==> config.mk <==
export PLATFORM = sky130hd
export DESIGN_NAME = pwc_decoder
export DESIGN_NICKNAME = d
export VERILOG_FILES = /design/src/pwc_pkg.sv /design/src/pwc_decoder.sv
export SDC_FILE = /design/constraint.sdc
export NUM_CORES = 1
export LEC_CHECK = 0
export ABC_AREA = 1
export ABC_CLOCK_PERIOD_IN_PS = 3900
export BUFFER_PORTS_ARGS = -buffer_cell sky130_fd_sc_hd__buf_2
export CAP_MARGIN = 15
export CELL_PAD_IN_SITES_DETAIL_PLACEMENT = 1
export CELL_PAD_IN_SITES_GLOBAL_PLACEMENT = 2
export CORE_MARGIN = 3
export CORE_UTILIZATION = 41
export DETAILED_ROUTE_END_ITERATION = 12
export PLACE_DENSITY = 0.89
export SLEW_MARGIN = 15
export SYNTH_ARGS = -nofsm -noshare
export SYNTH_HDL_FRONTEND = slang
export SYNTH_SLANG_ARGS = --single-unit
==> constraint.sdc <==
create_clock -name I_CLOCK -period 3.9 [get_ports I_CLOCK]
set_input_delay 0.585 -clock I_CLOCK [delete_from_list [all_inputs] [get_ports I_CLOCK]]
set_output_delay 0.585 -clock I_CLOCK [all_outputs]
set_load 0.01 [all_outputs]
==> src/pwc_pkg.sv <==
// shared constants, types and decode helper for the primary word decoder
package pwc_pkg;

  localparam int          ADDR_W         = 8;
  localparam int          WORD_W         = 16;
  localparam int          DAC_W          = 14;
  localparam int          STEP_W         = 8;
  localparam int          PERIOD_W       = 16;
  localparam int          FIFO_DEPTH     = 32;

  // register byte addresses
  localparam logic [7:0]  OFS_PERIOD     = 8'h00;
  localparam logic [7:0]  OFS_STEP       = 8'h04;
  localparam logic [7:0]  OFS_ADC        = 8'h08;
  localparam logic [7:0]  OFS_DAC        = 8'h0c;
  localparam logic [7:0]  OFS_STATUS     = 8'h10;

  // status fields, and the valid bit of the converter word
  localparam int          ST_EMPTY       = 0;
  localparam int          ST_FULL        = 1;
  localparam int          ST_OVERFLOW    = 2;
  localparam int          ST_DELAY       = 3;
  localparam int          ST_ADVANCE     = 4;
  localparam int          ST_SECONDARY   = 5;
  localparam int          ST_LEVEL       = 8;
  localparam int          DAC_VALID_BIT  = 16;

  // values after reset, and the index of the last bit of a frame
  localparam logic [15:0] PERIOD_RST     = 16'h0400;
  localparam logic [7:0]  STEP_RST       = 8'h00;
  localparam logic [15:0] ADC_RST        = 16'h0000;
  localparam logic [3:0]  BITS_LAST      = 4'hf;

  // secondary frame sync pulse width
  localparam int          CLK_PERIOD_NS  = 100;
  localparam int          SEC_PULSE_NS   = 800;
  localparam int          SEC_PULSE_CYC  = (SEC_PULSE_NS / CLK_PERIOD_NS) < 1
                                           ? 1 : SEC_PULSE_NS / CLK_PERIOD_NS;

  localparam logic [1:0]  RESP_OKAY      = 2'b00;
  localparam logic [1:0]  RESP_DECERR    = 2'b11;

  typedef enum logic [0:0] {
    FRM_IDLE  = 1'b0,
    FRM_SHIFT = 1'b1
  } pwc_frame_e;

  typedef struct packed {
    logic delay;
    logic advance;
    logic secondary;
  } pwc_cmd_s;

  typedef struct packed {
    logic [DAC_W-1:0] dac;
    logic             word_ctl_hi;
    logic             word_ctl_lo;
  } pwc_word_s;

  // combinations outside the table decode to no action
  function automatic pwc_cmd_s decode_cmd(input logic word_ctl_hi,
                                          input logic word_ctl_lo,
                                          input logic func_pin_hi,
                                          input logic func_pin_lo);
    pwc_cmd_s c;
    c = '0;
    unique case ({word_ctl_hi, word_ctl_lo, func_pin_hi, func_pin_lo})
      4'h1:    c.delay     = 1'b1;
      4'h2:    c.advance   = 1'b1;
      4'h3:    c.secondary = 1'b1;
      4'h4:    c.delay     = 1'b1;
      4'h8:    c.advance   = 1'b1;
      4'hc:    c.secondary = 1'b1;
      default: c = '0;
    endcase
    return c;
  endfunction

endpackage

==> src/pwc_decoder.sv <==
// serial primary word link, sample timer, fifo and axi4-lite registers
`timescale 1ns/100ps

////////////////////////////////////////////////////////////////////////////
module pwc_fifo #(
  parameter int WIDTH = 14,
  parameter int DEPTH = 32
) (
  input  wire logic                     i_clock,
  input  wire logic                     i_reset,
  input  wire logic                     i_in_valid,
  output wire logic                     o_in_ready,
  input  wire logic [WIDTH-1:0]         i_in_data,
  output wire logic                     o_out_valid,
  input  wire logic                     i_out_ready,
  output wire logic [WIDTH-1:0]         o_out_data,
  output wire logic [$clog2(DEPTH):0]   o_level
);
  localparam int PW = $clog2(DEPTH);

  logic [WIDTH-1:0] mem [DEPTH];
  logic [PW-1:0]    wr_ptr_reg;
  logic [PW-1:0]    rd_ptr_reg;
  logic [PW:0]      count_reg;
  wire              push = i_in_valid & o_in_ready;
  wire              pop  = o_out_valid & i_out_ready;

  assign o_in_ready  = count_reg != PW'(0) + (PW+1)'(DEPTH);
  assign o_out_valid = count_reg != '0;
  assign o_out_data  = mem[rd_ptr_reg];
  assign o_level     = count_reg;

  always_ff @(posedge i_clock) begin
    if (push) begin
      mem[wr_ptr_reg] <= i_in_data;
    end
  end

  always_ff @(posedge i_clock) begin
    if (i_reset) begin
      wr_ptr_reg <= '0;
      rd_ptr_reg <= '0;
      count_reg  <= '0;
    end else begin
      if (push) wr_ptr_reg <= wr_ptr_reg + PW'(1);
      if (pop)  rd_ptr_reg <= rd_ptr_reg + PW'(1);
      count_reg <= count_reg + (PW+1)'(push) - (PW+1)'(pop);
    end
  end
endmodule // pwc_fifo

////////////////////////////////////////////////////////////////////////////
module pwc_decoder #(
  parameter int FIFO_W = pwc_pkg::DAC_W,
  parameter int FIFO_D = pwc_pkg::FIFO_DEPTH
) (
  input  wire logic                       I_CLOCK,
  input  wire logic                       I_RESET,
  // serial link pins
  input  wire logic                       I_SHIFT_CLK,
  input  wire logic                       I_FRAME_SYNC_N,
  input  wire logic                       I_SERIAL_IN,
  input  wire logic                       I_FUNC_PIN_HI,
  input  wire logic                       I_FUNC_PIN_LO,
  output logic                            O_SERIAL_OUT,
  output logic                            O_SERIAL_OUT_EN,
  output logic                            O_SEC_FRAME_SYNC_N,
  output logic                            O_SAMPLE_TICK,
  // axi4-lite slave
  input  wire logic                       I_AWVALID,
  output logic                            O_AWREADY,
  input  wire logic [pwc_pkg::ADDR_W-1:0] I_AWADDR,
  input  wire logic                       I_WVALID,
  output logic                            O_WREADY,
  input  wire logic [31:0]                I_WDATA,
  input  wire logic [3:0]                 I_WSTRB,
  output logic                            O_BVALID,
  input  wire logic                       I_BREADY,
  output logic [1:0]                      O_BRESP,
  input  wire logic                       I_ARVALID,
  output logic                            O_ARREADY,
  input  wire logic [pwc_pkg::ADDR_W-1:0] I_ARADDR,
  output logic                            O_RVALID,
  input  wire logic                       I_RREADY,
  output logic [31:0]                     O_RDATA,
  output logic [1:0]                      O_RRESP
);
  import pwc_pkg::*;

  localparam int LW = $clog2(FIFO_D) + 1;

  //////////////////////////////////////////////////////////////////////////
  // pin synchronisers: stage one feeds stage two only
  logic [4:0] pin_s1_reg;
  logic [4:0] pin_s2_reg;
  logic       sclk_s3_reg;
  logic       fs_s3_reg;

  always_ff @(posedge I_CLOCK) begin
    if (I_RESET) begin
      pin_s1_reg  <= 5'h03;
      pin_s2_reg  <= 5'h03;
      sclk_s3_reg <= 1'b1;
      fs_s3_reg   <= 1'b1;
    end else begin
      pin_s1_reg  <= {I_FUNC_PIN_HI, I_FUNC_PIN_LO, I_SERIAL_IN,
                      I_FRAME_SYNC_N, I_SHIFT_CLK};
      pin_s2_reg  <= pin_s1_reg;
      sclk_s3_reg <= pin_s2_reg[0];
      fs_s3_reg   <= pin_s2_reg[1];
    end
  end

  wire sclk_rise    = pin_s2_reg[0] & ~sclk_s3_reg;
  wire sclk_fall    = ~pin_s2_reg[0] & sclk_s3_reg;
  wire frame_sync_fall = ~pin_s2_reg[1] & fs_s3_reg;
  wire din_bit      = pin_s2_reg[2];
  wire func_pin_lo  = pin_s2_reg[3];
  wire func_pin_hi  = pin_s2_reg[4];

  //////////////////////////////////////////////////////////////////////////
  // registers seen by software; the overflow flag and the last command are set by hardware
  logic [PERIOD_W-1:0]      period_reg;
  logic signed [STEP_W-1:0] step_reg;
  logic [WORD_W-1:0]        adc_reg;
  logic                     overflow_reg;
  pwc_cmd_s                 last_cmd_reg;

  //////////////////////////////////////////////////////////////////////////
  // serial frame engine
  pwc_frame_e        frame_reg;
  logic [WORD_W-1:0] tx_shift_reg;
  logic [WORD_W-1:0] rx_shift_reg;
  logic [3:0]        bit_cnt_reg;
  logic              got_fall_reg;
  logic              word_done_reg;

  wire       last_bit  = frame_reg == FRM_SHIFT && sclk_fall &&
                         bit_cnt_reg == BITS_LAST;
  wire [WORD_W-1:0] rx_next = {rx_shift_reg[WORD_W-2:0], din_bit};

  always_ff @(posedge I_CLOCK) begin
    if (I_RESET) begin
      frame_reg       <= FRM_IDLE;
      tx_shift_reg    <= '0;
      rx_shift_reg    <= '0;
      bit_cnt_reg     <= '0;
      got_fall_reg    <= 1'b0;
      word_done_reg   <= 1'b0;
      O_SERIAL_OUT    <= 1'b0;
      O_SERIAL_OUT_EN <= 1'b0;
    end else begin
      word_done_reg <= 1'b0;
      if (frame_sync_fall) begin
        // sample word is frozen at the frame start
        frame_reg       <= FRM_SHIFT;
        tx_shift_reg    <= {adc_reg[WORD_W-2:0], 1'b0};
        O_SERIAL_OUT    <= adc_reg[WORD_W-1];
        O_SERIAL_OUT_EN <= 1'b1;
        bit_cnt_reg     <= '0;
        got_fall_reg    <= 1'b0;
      end else if (frame_reg == FRM_SHIFT) begin
        if (sclk_rise && got_fall_reg) begin
          O_SERIAL_OUT <= tx_shift_reg[WORD_W-1];
          tx_shift_reg <= {tx_shift_reg[WORD_W-2:0], 1'b0};
        end
        if (sclk_fall) begin
          rx_shift_reg <= rx_next;
          bit_cnt_reg  <= bit_cnt_reg + 4'h1;
          got_fall_reg <= 1'b1;
        end
        if (last_bit) begin
          frame_reg     <= FRM_IDLE;
          word_done_reg <= 1'b1;
        end
      end else if (sclk_rise) begin
        // line released one rising edge after the last bit
        O_SERIAL_OUT_EN <= 1'b0;
      end
    end
  end

  //////////////////////////////////////////////////////////////////////////
  // word decode and fifo of received converter words
  pwc_word_s  rx_word;
  pwc_cmd_s   cmd;
  logic       fifo_in_ready;
  logic       fifo_out_valid;
  logic [FIFO_W-1:0] fifo_out_data;
  logic [LW-1:0]     fifo_level;
  logic       dac_pop;

  assign rx_word = pwc_word_s'(rx_shift_reg);
  assign cmd     = decode_cmd(rx_word.word_ctl_hi, rx_word.word_ctl_lo,
                              func_pin_hi, func_pin_lo);

  // upper fourteen bits only go to the converter path
  pwc_fifo #(
    .WIDTH (FIFO_W),
    .DEPTH (FIFO_D)
  ) u_fifo (
    .i_clock     (I_CLOCK),
    .i_reset     (I_RESET),
    .i_in_valid  (word_done_reg),
    .o_in_ready  (fifo_in_ready),
    .i_in_data   (FIFO_W'(rx_word.dac)),
    .o_out_valid (fifo_out_valid),
    .i_out_ready (dac_pop),
    .o_out_data  (fifo_out_data),
    .o_level     (fifo_level)
  );

  //////////////////////////////////////////////////////////////////////////
  // sample timer, one-shot phase shift and secondary frame request
  logic [PERIOD_W-1:0] sample_cnt_reg;
  logic                shift_pend_reg;
  logic [PERIOD_W:0]   shift_len_reg;
  logic [PERIOD_W-1:0] half_cnt_reg;
  logic                sec_arm_reg;
  logic [3:0]          sec_pulse_reg;

  // signed step keeps its sign, so a negative value flips the move
  wire signed [PERIOD_W+1:0] step_ext  = (PERIOD_W+2)'(step_reg);
  wire signed [PERIOD_W+1:0] base_ext  = {2'b00, period_reg};
  wire signed [PERIOD_W+1:0] shifted   = cmd.delay ? base_ext + step_ext
                                                   : base_ext - step_ext;
  wire [PERIOD_W:0] shift_clamped = shifted < 2
                                    ? (PERIOD_W+1)'(2)
                                    : shifted[PERIOD_W:0];
  wire              sample_due = sample_cnt_reg == '0;
  wire [PERIOD_W-1:0] reload   = shift_pend_reg
                                 ? PERIOD_W'(shift_len_reg - 1'b1)
                                 : period_reg - 1'b1;

  always_ff @(posedge I_CLOCK) begin
    if (I_RESET) begin
      sample_cnt_reg     <= PERIOD_RST;
      shift_pend_reg     <= 1'b0;
      shift_len_reg      <= '0;
      half_cnt_reg       <= '0;
      sec_arm_reg        <= 1'b0;
      sec_pulse_reg      <= '0;
      O_SAMPLE_TICK      <= 1'b0;
      O_SEC_FRAME_SYNC_N <= 1'b1;
    end else begin
      O_SAMPLE_TICK <= sample_due;
      if (sample_due) begin
        sample_cnt_reg <= reload;
        shift_pend_reg <= 1'b0;
      end else begin
        sample_cnt_reg <= sample_cnt_reg - 1'b1;
      end
      if (word_done_reg && (cmd.delay || cmd.advance)) begin
        shift_pend_reg <= 1'b1;
        shift_len_reg  <= shift_clamped;
      end
      if (frame_sync_fall) begin
        half_cnt_reg <= period_reg >> 1;
        sec_arm_reg  <= 1'b0;
      end else if (half_cnt_reg != '0) begin
        half_cnt_reg <= half_cnt_reg - 1'b1;
      end
      if (word_done_reg && cmd.secondary) begin
        sec_arm_reg <= 1'b1;
      end
      if (sec_arm_reg && half_cnt_reg == PERIOD_W'(1)) begin
        sec_pulse_reg      <= 4'(SEC_PULSE_CYC);
        sec_arm_reg        <= 1'b0;
        O_SEC_FRAME_SYNC_N <= 1'b0;
      end else if (sec_pulse_reg > 4'h1) begin
        sec_pulse_reg <= sec_pulse_reg - 4'h1;
      end else begin
        sec_pulse_reg      <= '0;
        O_SEC_FRAME_SYNC_N <= 1'b1;
      end
    end
  end

  //////////////////////////////////////////////////////////////////////////
  // axi4-lite write side: address and data taken in either order
  logic                aw_held_reg;
  logic                w_held_reg;
  logic [ADDR_W-1:0]   aw_addr_reg;
  logic [31:0]         w_data_reg;
  logic [3:0]          w_strb_reg;

  wire aw_take   = I_AWVALID & O_AWREADY;
  wire w_take    = I_WVALID & O_WREADY;
  wire wr_fire   = aw_held_reg & w_held_reg & ~O_BVALID;
  wire [7:0] wa  = 8'(aw_addr_reg) & 8'hfc;
  wire wr_period = wr_fire && wa == OFS_PERIOD;
  wire wr_step   = wr_fire && wa == OFS_STEP;
  wire wr_adc    = wr_fire && wa == OFS_ADC;
  wire wr_status = wr_fire && wa == OFS_STATUS;
  wire wr_hit    = wr_period | wr_step | wr_adc | wr_status;
  wire ovf_set   = word_done_reg & ~fifo_in_ready;
  wire ovf_clr   = wr_status & w_strb_reg[0] & w_data_reg[ST_OVERFLOW];

  always_ff @(posedge I_CLOCK) begin
    if (I_RESET) begin
      aw_held_reg <= 1'b0;
      w_held_reg  <= 1'b0;
      aw_addr_reg <= '0;
      w_data_reg  <= '0;
      w_strb_reg  <= '0;
      O_AWREADY   <= 1'b1;
      O_WREADY    <= 1'b1;
      O_BVALID    <= 1'b0;
      O_BRESP     <= RESP_OKAY;
    end else begin
      if (aw_take) begin
        aw_held_reg <= 1'b1;
        aw_addr_reg <= I_AWADDR;
        O_AWREADY   <= 1'b0;
      end
      if (w_take) begin
        w_held_reg <= 1'b1;
        w_data_reg <= I_WDATA;
        w_strb_reg <= I_WSTRB;
        O_WREADY   <= 1'b0;
      end
      if (wr_fire) begin
        aw_held_reg <= 1'b0;
        w_held_reg  <= 1'b0;
        O_BVALID    <= 1'b1;
        O_BRESP     <= wr_hit ? RESP_OKAY : RESP_DECERR;
      end
      if (O_BVALID && I_BREADY) begin
        O_BVALID  <= 1'b0;
        O_AWREADY <= 1'b1;
        O_WREADY  <= 1'b1;
      end
    end
  end

  // byte lanes honoured for the multi-byte registers
  always_ff @(posedge I_CLOCK) begin
    if (I_RESET) begin
      period_reg   <= PERIOD_RST;
      step_reg     <= STEP_RST;
      adc_reg      <= ADC_RST;
      overflow_reg <= 1'b0;
      last_cmd_reg <= '0;
    end else begin
      if (wr_period && w_strb_reg[0]) period_reg[7:0]  <= w_data_reg[7:0];
      if (wr_period && w_strb_reg[1]) period_reg[15:8] <= w_data_reg[15:8];
      if (wr_step && w_strb_reg[0])   step_reg         <= w_data_reg[7:0];
      if (wr_adc && w_strb_reg[0])    adc_reg[7:0]     <= w_data_reg[7:0];
      if (wr_adc && w_strb_reg[1])    adc_reg[15:8]    <= w_data_reg[15:8];
      // a new overflow in the clearing cycle wins
      if (ovf_set)      overflow_reg <= 1'b1;
      else if (ovf_clr) overflow_reg <= 1'b0;
      if (word_done_reg) last_cmd_reg <= cmd;
    end
  end

  //////////////////////////////////////////////////////////////////////////
  // axi4-lite read side; reading the converter word pops the fifo
  wire ar_take  = I_ARVALID & O_ARREADY;
  wire [7:0] ra = 8'(I_ARADDR) & 8'hfc;
  assign dac_pop = ar_take && ra == OFS_DAC && fifo_out_valid;

  logic [31:0] rd_word;
  logic        rd_hit;
  always_comb begin
    rd_word = '0;
    rd_hit  = 1'b1;
    unique case (ra)
      OFS_PERIOD: rd_word[PERIOD_W-1:0] = period_reg;
      OFS_STEP:   rd_word[STEP_W-1:0]   = step_reg;
      OFS_ADC:    rd_word[WORD_W-1:0]   = adc_reg;
      OFS_DAC: begin
        rd_word[FIFO_W-1:0]    = fifo_out_data;
        rd_word[DAC_VALID_BIT] = fifo_out_valid;
      end
      OFS_STATUS: begin
        rd_word[ST_EMPTY]     = ~fifo_out_valid;
        rd_word[ST_FULL]      = ~fifo_in_ready;
        rd_word[ST_OVERFLOW]  = overflow_reg;
        rd_word[ST_DELAY]     = last_cmd_reg.delay;
        rd_word[ST_ADVANCE]   = last_cmd_reg.advance;
        rd_word[ST_SECONDARY] = last_cmd_reg.secondary;
        rd_word[ST_LEVEL +: LW] = fifo_level;
      end
      default: rd_hit = 1'b0;
    endcase
  end

  always_ff @(posedge I_CLOCK) begin
    if (I_RESET) begin
      O_ARREADY <= 1'b1;
      O_RVALID  <= 1'b0;
      O_RDATA   <= '0;
      O_RRESP   <= RESP_OKAY;
    end else begin
      if (ar_take) begin
        O_ARREADY <= 1'b0;
        O_RVALID  <= 1'b1;
        O_RDATA   <= rd_word;
        O_RRESP   <= rd_hit ? RESP_OKAY : RESP_DECERR;
      end else if (O_RVALID && I_RREADY) begin
        O_RVALID  <= 1'b0;
        O_ARREADY <= 1'b1;
      end
    end
  end

endmodule // pwc_decoder

==> flow_summary.toml <==
[sta]
period_share_pct = 89.62
hold_viol = 0
period_needed_ns = 3.495
worstMarginPinSlew_ns = 0.9788
maxSlewViolCount = 0
skew_ns = 0.02721
holdWs_ns = 0.1615
slew_headroom_pct = 34.75
fmax_mhz = 286.1
rsz0062_at_grt = "false"
setup_viol = 0
fin_tns_setup_ns = 0

[synthesis]
synth_cells = 2875
ys_types = 57
synthSimpleGateAreaFrac_pct = 15.81
synth_top_family_by_area = "simple AND/OR/NAND/NOR gates"
synth_adder_area_share_pct = 1.834
muxShareOfSynthArea_pct = 0.03912
ys_top_cells_by_area = "edfxtp_1 (47%), dfxtp_1 (16%), nor2_1 (6.7%)"
ys_warn_count = 0
seq_area_frac_synth_pct = 62.24
ys.flop_type = "edfxtp_1"
synth_largest_area_cell = "edfxtp_1"
syn_avg_cell_area_um2 = 10.01
synthTopCellsByCount = "nor2_1 (512), edfxtp_1 (448), o21ai_0 (355)"
synth-seq-cells = 671
async_flop_share_pct = 0
synth-xor-area-share_pct = 0.3651
synth_top_area_share_pct = 46.73
syn_area_um2 = 28790
synth_edf_count = 448
synth.most_common_cell = "nor2_1"
synth_compound_area_share_pct = 13.82

[global_route]
antenna_found_initial = 1
grt_overflow = 0
grt_pass1_wl_um = 134400
first_global_vias = 22860
grt_start_max_net_pins = 160
grtUsageTotal_pct = 23.51

[routing]
firstDrtPassIters = 6
vias_per_cell = 5.615
wl_um = 87540
routed-via-count = 22050
drcViolationCount = 0
drt-wirelength-per-cell_um = 22.29
drtIter0Drc = 1849
drtAntennaViolNets = 0

[power_and_ir_drop]
seq_power_share_pct = 49.4
clock_power_share_pct = 43.6
comb_power_share_pct = 7.0
power.density_nw_per_um2 = 485.7
ir_drop_uv = 255.8
p_leak_nw = 12.66
internal-power_mw = 12.05
switching_share_pct = 23.86
p_sw_mw = 3.775

[placed_design]
hpwlAfterDp_um = 56030
dpl.cell_count = 3795
post_dp_cell_area_um2 = 30110
gp_congestion = 0.8807
port_buffers = 71

[floorplanning]
design.portCount = 109
dieHeight_um = 271.0
row_count = 96
core_area_um2 = 69070
initial_core_util_pct = 41.68
die_w_um = 271.0
die_area_um2 = 73430

[final_layout]
fin_nets = 3043
top_register = "u_fifo.mem"
top_regs = "u_fifo.mem (448), O_RDATA (17)"
area_delta_synth_final_pct = 13.16
final_area_um2 = 32580
multi_input_area_um2 = 9321
n_fill_cell = 7683
fin_cells = 3927
utilization_pct = 47.16
largest_register_ffs = 448
post_route_cells_drive_above_1_share_pct = 10.65
layout.area.seq_um2 = 17930

[job]
maxCapViolCount = 0

[critical_path]
r2r_start = "step_reg[1]$_SDFFE_PP0P_"
cp_cell_sequence = "inv_1 -> ha_1 -> inv_1 -> nor3_1 -> inv_1 -> nor3_2 -> nand3_1 -> ha_1 -> nand2_1 -> nand2_1 -> inv_1 -> ha_1 -> nand2_2 -> inv_1 -> nand2_1 -> nand2_1 -> a21oi_1 -> nand2_1 -> nand2_1 -> nand2_1 -> nor2_4 -> nand4_4 -> nand3_1 -> a21oi_1"
required_ns = 4.35
path_max_fanout = 8
cpMostUsedCell = "nand2_1"
r2r-end = "shift_len_reg[6]$_SDFFE_PP0P_"
r2r_slack_ns = 0.41
startpoint_type = "register"
endpoint_kind = "register"
crit_arrival_ns = 3.95
rr_worst_depth = 24
max_stage_delay_ns = 0.34
crit_path_top_delay_cell = "ha_1"
crit_type = "reg -> reg"

[cts]
cts_root_buf = "clkbuf_16"
path_clk_slew_ns = 0.06
clk_latency_ns = 0.63
cts-buffers-inserted = 71
clk_path_buf_depth = 3
htree_levels = 3
cts_sinks = 671
cts_tree = "yes"

[hold_path]
hp-start = "I_FRAME_SYNC_N"
hold_class = "in -> reg"
hold_end = "pin_s1_reg[1]$_SDFF_PP1_"
worstHoldPathCells = 2

[status]
status = "complete, no violations"
[cells by family after synthesis]
| kind of cell | count (synthesis) |
|---|---|
| AOI/OAI and AO/OA | 685 |
| xor gates and xnor gates | 12 |
| adders and majority gates | 41 |
| buffers and inverters | 385 |
| DFF | 671 |
| muxes | 1 |
| other | 1 |
| and+or+nand+nor | 1079 |
[timing repair]
item,CTS,global route
gates resized for setup,0,13
setup endpoints to repair,0,16
hold buffers,0,0
setup buffers,0,0
[power by group through the flow]
stage	clock [mW]	sequential (mW)	combinational, mW
after global placement	0	7.95	1.04
after CTS	7.01	7.81	1.10
final	6.90	7.81	1.11
after floorplan	0	7.92	0.807
after detailed placement	0	7.95	1.08
after global routing	7.32	7.82	1.27
[per-stage QoR]
step | setup WS [ns] | total power, mW
3_5_place_dp | 0.1124 | 9.038
4_1_cts | 0.1082 | 15.92
3_3_place_gp | 0.2839 | 8.981
6_report | 0.4050 | 15.82
2_1_floorplan | 0.7025 | 8.729
5_1_grt | 0.04429 | 16.42
[area by class of cell]
type	instances	share of cell area, %
Inverter	222	2.581
Clock buffer	85	5.742
Sequential cell	671	55.05
Multi-Input combinational cell	1834	28.62
Tap cell	931	3.576
Clock inverter	45	1.590
Antenna cell	1	0.007682
Timing Repair Buffer	138	2.835
[per-layer routing]
metal / GRT usage, % / wire length (um) / vias to the layer above
met5: 0 / 13 / -
met4: 8.930 / 2937 / 2
met3: 3.352 / 4855 / 154
met2: 40.51 / 43040 / 645
met1: 29.99 / 36690 / 11110
li1: - / - / 10140
[worst max-delay path, delay by kind of cell, from the launching register on]
family	cells	cell delay, ns
buffers and inverters	5	0.35
DFF	1	0.33
and+or+nand+nor	14	1.58
AOI/OAI and AO/OA	2	0.25
adders and majority gates	3	0.80
[cell usage in the layout, fill, tap and decap left out, drive strengths merged, types with 3 or more instances in the layout]
master	synthesis	routed
nand2	324	324
a31oi	6	6
xor2	10	10
a221oi	6	6
nor4	3	3
o221ai	74	74
inv	221	221
and2	4	4
clkbuf	92	85
dfxtp	223	223
nor2	521	521
nand3b	3	3
a21oi	147	147
buf	71	138
nand3	156	156
a311oi	3	3
a211oi	21	21
clkinv	1	37
o22ai	19	19
nor3b	4	4
o211ai	41	41
o21ai	357	357
nand4	20	21
edfxtp	448	448
or2	6	6
conb	1	15
ha	39	39
a22oi	5	5
bufinv	0	8
nor3	36	36
[worst max-delay path by stage]
stage | from | end
floorplan | step_reg[0]$_SDFFE_PP0P_ | shift_len_reg[10]$_SDFFE_PP0P_
global placement | step_reg[0]$_SDFFE_PP0P_ | shift_len_reg[12]$_SDFFE_PP0P_
detailed placement | step_reg[0]$_SDFFE_PP0P_ | shift_len_reg[6]$_SDFFE_PP0P_
CTS | step_reg[1]$_SDFFE_PP0P_ | shift_len_reg[6]$_SDFFE_PP0P_
global route | step_reg[0]$_SDFFE_PP0P_ | shift_len_reg[10]$_SDFFE_PP0P_
finish | step_reg[1]$_SDFFE_PP0P_ | shift_len_reg[6]$_SDFFE_PP0P_
Note: power is estimated with default switching activity, not from simulation.
